--- src/adc_conv_map.svh ---
// register offsets, field positions, reset values and timing counts of the converter control
// assumes a word-indexed register port; offsets are register indices, not byte addresses
`ifndef ADC_CONV_MAP_SVH
`define ADC_CONV_MAP_SVH

// register indices
`define REG_CTRL            3'h0
`define REG_CHAN            3'h1
`define REG_PINS            3'h2
`define REG_RESULT          3'h3
`define REG_STATUS          3'h4
`define REG_MASK            3'h5

// converter_control_register fields
`define CTRL_POWER_UP       0
`define CTRL_RES10          1
`define CTRL_RIGHT          2
`define CTRL_SIGNED         3
`define CTRL_CONT           4
`define CTRL_WIDTH          5
`define CTRL_RESET          5'h00

// status and mask fields
`define ST_DONE             0
`define ST_ABORT            1
`define ST_BUSY             2
`define EVT_WIDTH           2

`define CHAN_RESET          3'h0
`define PINS_RESET          8'h00

// timing
`define CLK_PERIOD_NS       10
`define CLK_FREQ_HZ         100000000
`define CCLK_FREQ_HZ        2000000
`define CONV_TIME_NS        14000
`define CONV_CYCLES         ((`CONV_TIME_NS + `CLK_PERIOD_NS - 1) / `CLK_PERIOD_NS)
`define CCLK_HALF_CYCLES    (`CLK_FREQ_HZ / (2 * `CCLK_FREQ_HZ))

`endif

--- src/adc_conv_pkg.sv ---
// types shared by the converter control logic
// assumes adc_conv_map.svh supplies the numeric constants
package adc_conv_pkg;

    typedef enum logic [2:0]
    {
        ST_OFF  = 3'b001,
        ST_IDLE = 3'b010,
        ST_CONV = 3'b100
    } conv_state_t;

    typedef logic [2:0]  reg_addr_t;
    typedef logic [15:0] reg_data_t;

endpackage

--- src/adc_conversion_control.sv ---
// control logic of the eight-channel analog_to_digital_unit: registers, sequencing, low power
// assumes a synchronous register master, a front end that presents its code on adc_data_i
// by the end of the conversion window, and a stop_i level from the system clock controller
//
// The strobed register port and the address map were chosen for this implementation.
`timescale 1ns/1ps
`include "adc_conv_map.svh"

module adc_conversion_control
(
    input  wire logic                  clock_i,
    input  wire logic                  rst_n_i,
    input  wire adc_conv_pkg::reg_addr_t addr_i,
    input  wire adc_conv_pkg::reg_data_t wdata_i,
    input  wire logic                  write_i,
    input  wire logic                  read_i,
    output logic [15:0]                rdata_o,
    input  wire logic                  stop_i,
    input  wire logic [9:0]            adc_data_i,
    output logic                       analog_on_o,
    output logic                       conv_clk_o,
    output logic                       sample_start_o,
    output logic [2:0]                 mux_sel_o,
    output logic [7:0]                 pin_analog_o,
    output logic                       irq_o
);
    import adc_conv_pkg::*;

    function automatic logic hit(input reg_addr_t a, input reg_addr_t idx);
        hit = (a == idx);
    endfunction

    localparam logic [10:0] CONV_LAST = 11'(`CONV_CYCLES - 1);
    localparam logic [4:0]  CCLK_LAST = 5'(`CCLK_HALF_CYCLES - 1);

    logic [`CTRL_WIDTH-1:0] ctrl_q;
    logic [2:0]             chan_q;
    logic [7:0]             pins_q;
    logic [15:0]            result_q;
    logic [`EVT_WIDTH-1:0]  status_q;
    logic [`EVT_WIDTH-1:0]  mask_q;
    conv_state_t            state_q;
    conv_state_t            state_d;
    logic [10:0]            conv_cnt_q;
    logic [4:0]             cclk_cnt_q;
    logic                   done;
    logic                   abort;
    logic                   go;
    logic                   chan_wr;
    logic                   status_wr;
    logic                   power_up;
    logic                   active_ok;
    logic [15:0]            fmt_word;

    assign power_up  = ctrl_q[`CTRL_POWER_UP];
    assign active_ok = power_up && !stop_i;
    assign chan_wr   = write_i && hit(addr_i, `REG_CHAN);
    assign status_wr = write_i && hit(addr_i, `REG_STATUS);
    // a channel register write while powered up and out of stop launches a conversion; a write mid-conversion restarts
    assign go        = chan_wr && active_ok;
    assign done      = (state_q == ST_CONV) && (conv_cnt_q == CONV_LAST) && active_ok;
    // losing power-up or entering stop while converting throws the conversion away
    assign abort     = (state_q == ST_CONV) && !active_ok;

    // result formatting from the raw 10-bit code of the front end
    always_comb
    begin
        fmt_word = 16'h0000;
        if (ctrl_q[`CTRL_RIGHT])
        begin
            if (ctrl_q[`CTRL_RES10])
                fmt_word = {6'h00, adc_data_i};
            else
                fmt_word = {8'h00, adc_data_i[9:2]};
        end
        else if (ctrl_q[`CTRL_RES10])
            fmt_word = {adc_data_i ^ {ctrl_q[`CTRL_SIGNED], 9'h000}, 6'h00};
        else
            fmt_word = {adc_data_i[9:2] ^ {ctrl_q[`CTRL_SIGNED], 7'h00}, 8'h00};
    end

    // control registers: none of them is touched by stop or power-down
    always_ff @(posedge clock_i)
    begin
        if (!rst_n_i)
        begin
            ctrl_q <= `CTRL_RESET;
            chan_q <= `CHAN_RESET;
            pins_q <= `PINS_RESET;
            mask_q <= '0;
        end
        else if (write_i)
        begin
            // writes are honoured in every state, power-down included
            if (hit(addr_i, `REG_CTRL))
                ctrl_q <= wdata_i[`CTRL_WIDTH-1:0];
            if (chan_wr)
                chan_q <= wdata_i[2:0];
            if (hit(addr_i, `REG_PINS))
                pins_q <= wdata_i[7:0];
            if (hit(addr_i, `REG_MASK))
                mask_q <= wdata_i[`EVT_WIDTH-1:0];
        end
    end

    always_comb
    begin
        state_d = state_q;
        case (state_q)
            ST_OFF:
            begin
                // waking never launches a conversion on its own; only a channel write does,
                // and one landing in the wake-up cycle must not pulse a start that is lost
                if (active_ok && go)
                    state_d = ST_CONV;
                else if (active_ok)
                    state_d = ST_IDLE;
            end
            ST_IDLE:
            begin
                if (!active_ok)
                    state_d = ST_OFF;
                else if (go)
                    state_d = ST_CONV;
            end
            ST_CONV:
            begin
                if (!active_ok)
                    state_d = ST_OFF;
                else if (done && !ctrl_q[`CTRL_CONT] && !go)
                    state_d = ST_IDLE;
            end
            default:
                state_d = ST_OFF;
        endcase
    end

    always_ff @(posedge clock_i)
    begin
        if (!rst_n_i)
            state_q <= ST_OFF;
        else
            state_q <= state_d;
    end

    // conversion window counter
    always_ff @(posedge clock_i)
    begin
        if (!rst_n_i)
            conv_cnt_q <= 11'h000;
        else if (go || done || state_q != ST_CONV)
            conv_cnt_q <= 11'h000;
        else
            conv_cnt_q <= conv_cnt_q + 11'h001;
    end

    always_ff @(posedge clock_i)
    begin
        if (!rst_n_i)
            result_q <= 16'h0000;
        else if (done)
            result_q <= fmt_word;
    end

    // sticky events; a new event beats a clear written in the same cycle
    always_ff @(posedge clock_i)
    begin
        if (!rst_n_i)
            status_q <= '0;
        else
        begin
            status_q[`ST_DONE]  <= done ||
                (status_q[`ST_DONE] && !(status_wr && wdata_i[`ST_DONE]));
            status_q[`ST_ABORT] <= abort ||
                (status_q[`ST_ABORT] && !(status_wr && wdata_i[`ST_ABORT]));
        end
    end

    always_ff @(posedge clock_i)
    begin
        if (!rst_n_i)
            irq_o <= 1'b0;
        else
            irq_o <= |(status_q & mask_q);
    end

    always_ff @(posedge clock_i)
    begin
        if (!rst_n_i)
            rdata_o <= 16'h0000;
        else if (read_i)
        begin
            case (addr_i)
                `REG_CTRL:   rdata_o <= {11'h000, ctrl_q};
                `REG_CHAN:   rdata_o <= {13'h0000, chan_q};
                `REG_PINS:   rdata_o <= {8'h00, pins_q};
                `REG_RESULT: rdata_o <= result_q;
                `REG_STATUS: rdata_o <= {13'h0000, state_q == ST_CONV, status_q};
                `REG_MASK:   rdata_o <= {14'h0000, mask_q};
                default:     rdata_o <= 16'h0000;
            endcase
        end
        else
            rdata_o <= 16'h0000;
    end

    // front-end controls
    always_ff @(posedge clock_i)
    begin
        if (!rst_n_i)
        begin
            analog_on_o    <= 1'b0;
            sample_start_o <= 1'b0;
            mux_sel_o      <= `CHAN_RESET;
            pin_analog_o   <= `PINS_RESET;
        end
        else
        begin
            analog_on_o    <= (state_d != ST_OFF);
            sample_start_o <= go || (done && ctrl_q[`CTRL_CONT]);
            mux_sel_o      <= go ? wdata_i[2:0] : chan_q;
            pin_analog_o   <= pins_q;
        end
    end

    // conversion clock divider; held low while powered down so the clock is truly gated
    always_ff @(posedge clock_i)
    begin
        if (!rst_n_i || state_d == ST_OFF)
        begin
            cclk_cnt_q <= 5'h00;
            conv_clk_o <= 1'b0;
        end
        else if (cclk_cnt_q == CCLK_LAST)
        begin
            cclk_cnt_q <= 5'h00;
            conv_clk_o <= !conv_clk_o;
        end
        else
            cclk_cnt_q <= cclk_cnt_q + 5'h01;
    end
endmodule

--- config.mk ---
export PLATFORM = sky130hd
export DESIGN_NAME = adc_conversion_control
export DESIGN_NICKNAME = d
export VERILOG_FILES = /design/src/adc_conv_pkg.sv /design/src/adc_conversion_control.sv
export VERILOG_INCLUDE_DIRS = /design/src
export SDC_FILE = /design/constraint.sdc
export NUM_CORES = 1
export LEC_CHECK = 0
export BUFFER_PORTS_ARGS = -buffer_cell sky130_fd_sc_hd__buf_2
export CORE_ASPECT_RATIO = 0.5
export CORE_MARGIN = 4
export CORE_UTILIZATION = 35
export DETAILED_ROUTE_END_ITERATION = 10
export GPL_TIMING_DRIVEN = 0
export PLACE_DENSITY = 0.65
export SYNTH_ARGS = -nofsm -noshare
export SYNTH_HDL_FRONTEND = slang
export SYNTH_SLANG_ARGS = --single-unit
--- constraint.sdc ---
create_clock -name clock_i -period 1.6 [get_ports clock_i]
set_clock_uncertainty 0.05 [all_clocks]
set_input_delay 0.24 -clock clock_i [delete_from_list [all_inputs] [get_ports clock_i]]
set_output_delay 0.24 -clock clock_i [all_outputs]
set_load 0.1 [all_outputs]
==> flow_summary_export.csv <==
group,metric,value,unit
outcome,status,"completed",
cts,cts_num_sinks,86,
grt,grt_pass1_vias,2676,
yosys,async_flop_share,0,%
yosys,syn_nets,406,
placed_design,dp_hpwl,5688,µm
yosys,synth_warnings,0,
cts,insertion_delay,0.33,ns
sta,slew_viol_final,0,
floorplan,num_rows,25,
grt,grt_max_degree,15,
floorplan,die-area,12060,µm²
cts,cts_root_buf,"clkbuf_16",
sta,finalWorstSetupSlack,0.02223,ns
placed_design,portBuffers,54,
sta,fin_crit_sh,98.61,%
power,power_leakage,1.726,nW
worst_hold_path,hold_start,"wdata_i[5]",
power,switchingPower,0.9849,mW
sta,finalSetupViolCount,0,
route,vias_per_cell,4.664,
critical_path,cp.required,1.82,ns
yosys,synth_area_per_cell,9.745,µm²
power,internal-power,3.379,mW
sta,worst_slew_pin_slew,0.5840,ns
cts,ctsHoldBuffers,0,
floorplan,die-width,151.3,µm
finish,nets,480,
yosys,synthCells,369,
sta,slew_headroom,61.07,%
grt,antenna_found_initial,0,
yosys,yosysUniqueCellTypes,44,
power,peakVddDrop,0.0005629,V
critical_path,worstReg2RegEnd,"result_q[0]",
critical_path,reg2reg_slack,0.02,ns
cts,tritoncts,"yes",
floorplan,core-area,9728,µm²
critical_path,worstSetupPathType,"flip-flop to flip-flop",
sta,final.setup.tns,0,ns
route,firstDrtPassIters,4,
power,switching_share,22.57,%
grt,grt_pass1_wl,13160,µm
placed_design,place_ws,-0.1797,ns
critical_path,worstPathMaxFanout,5,
power,p_comb_share,5.4,%
cts,h-tree-depth,3,
sta,fmax,633.8,MHz
cts,path_clk_slew,0.06,ns
route,wl_per_cell,13.80,µm
power,clockPowerShare,44.9,%
floorplan,die_y,79.68,µm
worst_hold_path,hold_class,"primary input to flip-flop",
route,ant_nets,0,
placed_design,gp_congestion,0.8363,
yosys,synth_edf_count,0,
worst_hold_path,holdPathEnd,"pins_q[5]",
grt,grt_remaining_overflow,0,
finish,diodes,0,
grt,grt_use_total,13.95,%
route,route.detailed.drc,0,
floorplan,ioPinCount,65,
power,p_per_area,975.1,nW/µm²
yosys,yosysSeqAreaShare,47.88,%
sta,min_period,1.578,ns
flow_run,maxCapViolCount,0,
yosys,synth_flop_cell,"dfxtp_1",
route,dr.first_iter.drc_count,160,
critical_path,rr_worst_depth,7,
route,vias,2719,
cts,clockBufferDepth,2,
critical_path,r2r_start,"conv_cnt_q[1]",
floorplan,start_util,36.96,%
cts,numCtsBuffers,9,
finish,drive_above_1_share,27.90,%
critical_path,arrival,1.80,ns
yosys,synth_area,3596,µm²
yosys,ys_seq_elements,86,
finish,area_growth,24.46,%
worst_hold_path,hold_path_depth,3,
power,p_seq_share,49.6,%
critical_path,startpoint_type,"flip-flop",
route,drt-total-wl,8048,µm
sta,finalHoldViolCount,0,
finish,fill_cells,924,
critical_path,cp-end-kind,"flip-flop",
cell families (layout without fill, tap and decap cells):
kind of cell / after synthesis / count (layout) / synth area share [%]
AND/OR/NAND/NOR: 156 / 156 / 24.81
adder cells (fa/ha/maj): 3 / 3 / 1.044
buffers and inverters: 29 / 108 / 3.827
AO/OA/AOI/OAI: 46 / 46 / 9.012
multiplexers: 33 / 33 / 9.534
flip-flops: 86 / 86 / 47.88
XOR/XNOR: 16 / 16 / 3.897
sequential cells by signal (all words and copies together), names as in the netlist, 3 cells and up:
register / flops
mux_sel_o: 3
rdata_o: 16
chan_q: 3
cclk_cnt_q: 5
pins_q: 8
pin_analog_o: 8
conv_cnt_q: 11
result_q: 16
ctrl_q: 5
state_q: 3
how the worst max path moves through the flow:
stage                        from           end  slack [ns]  cells after the start
detailed placement        rst_n_i   rdata_o[10]       -0.18                      4
CTS                 conv_cnt_q[7]   result_q[5]      0.0006                      6
global placement    conv_cnt_q[0]  result_q[12]       -0.14                      6
global route        conv_cnt_q[7]  result_q[15]       -0.03                      5
floorplan           conv_cnt_q[0]   result_q[1]        0.06                      7
finish              conv_cnt_q[1]   result_q[0]        0.02                      7
power by group through the flow:
stage          clock, mW  combinational [mW]  sequential, mW
6_report            1.96               0.237            2.17
5_1_grt             2.10               0.258            2.17
4_1_cts             2.01               0.235            2.17
3_5_place_dp           0               0.233            2.21
3_3_place_gp           0               0.234            2.21
2_1_floorplan          0               0.119            2.24
per-layer routing:
layer | track usage, % | part of all wire, %
met5 | 0 | 0
met4 | 4.702 | 1.2
met1 | 18.48 | 49
met2 | 20.89 | 44
met3 | 5.162 | 5.8
cells in the mapped netlist, types with 2 or more instances:
master,count,area share [%]
mux2_2,10,3.1
nor2b_1,24,4.2
a22o_1,3,0.73
nor4b_4,2,1.3
nand4_1,8,1.4
nand2_1,35,3.7
dfxtp_1,86,48
nor3b_1,2,0.42
and4_1,2,0.49
clkbuf_1,13,1.4
a22oi_1,4,0.84
ha_1,3,1.0
nand3_1,15,2.1
nand4b_1,2,0.49
nor4bb_1,2,0.56
o2bb2ai_1,2,0.49
nor3_1,3,0.42
nor2_1,26,2.7
xor2_1,11,2.7
mux2i_1,23,6.4
and3_1,4,0.70
xnor2_1,5,1.2
a21boi_0,9,1.9
a21oi_1,7,0.97
and2_1,18,3.1
buf_2,5,0.70
a21boi_1,11,2.3
o21ai_0,6,0.84
inv_1,7,0.73
nand3b_1,7,1.5
critical path, cell delays in order, from the launching register on:
cell	delay (ns)
dfxtp_2	0.35
ha_4	0.16
and3_4	0.22
and4_4	0.24
buf_6	0.13
buf_4	0.11
nand3_1	0.09
a21boi_1	0.16
placed cells by master, fill, tap and decap left out, types with 3 or more instances in the layout:
cell / instances
dfxtp_2: 9
clkbuf_16: 10
a21oi_1: 7
and3_1: 3
a21boi_1: 10
nand3_1: 11
o21ai_0: 6
a22oi_1: 4
a22o_1: 3
nand2_1: 34
a21boi_0: 8
nor2_1: 26
clkbuf_1: 10
and2_1: 18
dfxtp_1: 77
buf_2: 60
mux2i_1: 23
nor2b_1: 24
buf_4: 8
nand3b_1: 7
mux2_2: 10
nand4_1: 8
clkbuf_2: 3
inv_1: 7
nor3_1: 3
xor2_1: 11
nand3_2: 4
xnor2_1: 5
metrics by stage:
stage / hold WS, ns / utilization, % / instance area (µm²) / instances / total power, mW
6_report: 0.1200 / 46.01 / 4476 / 583 / 4.364
5_1_grt: 0.1159 / 46.01 / 4476 / 583 / 4.526
4_1_cts: 0.1155 / 44.81 / 4359 / 576 / 4.409
3_5_place_dp: 0.3830 / 41.48 / 4035 / 558 / 2.447
3_3_place_gp: 0.3751 / 41.48 / 4035 / 558 / 2.447
2_1_floorplan: 0.3461 / - / 3596 / 369 / 2.364
layout make-up:
cell class,count,area [µm²],area share [%]
flip-flops and latches,86,1733,38.72
clock inverters,5,33.78,0.7548
repair buffers,63,352.8,7.884
plain buffers,22,115.1,2.572
clock buffers,11,252.7,5.647
inverters,7,26.28,0.5871
multi-input cells,254,1793,40.06
well taps,135,168.9,3.774
timing repair:
action | 4_1_cts | 5_1_grt
setup endpoints to repair | 27 | 25
gates resized for setup | 8 | 20
cloned | 0 | 2
setup buffers | 2 | 5
pin swaps | 2 | 13
Power figures use the tool's default switching activity.
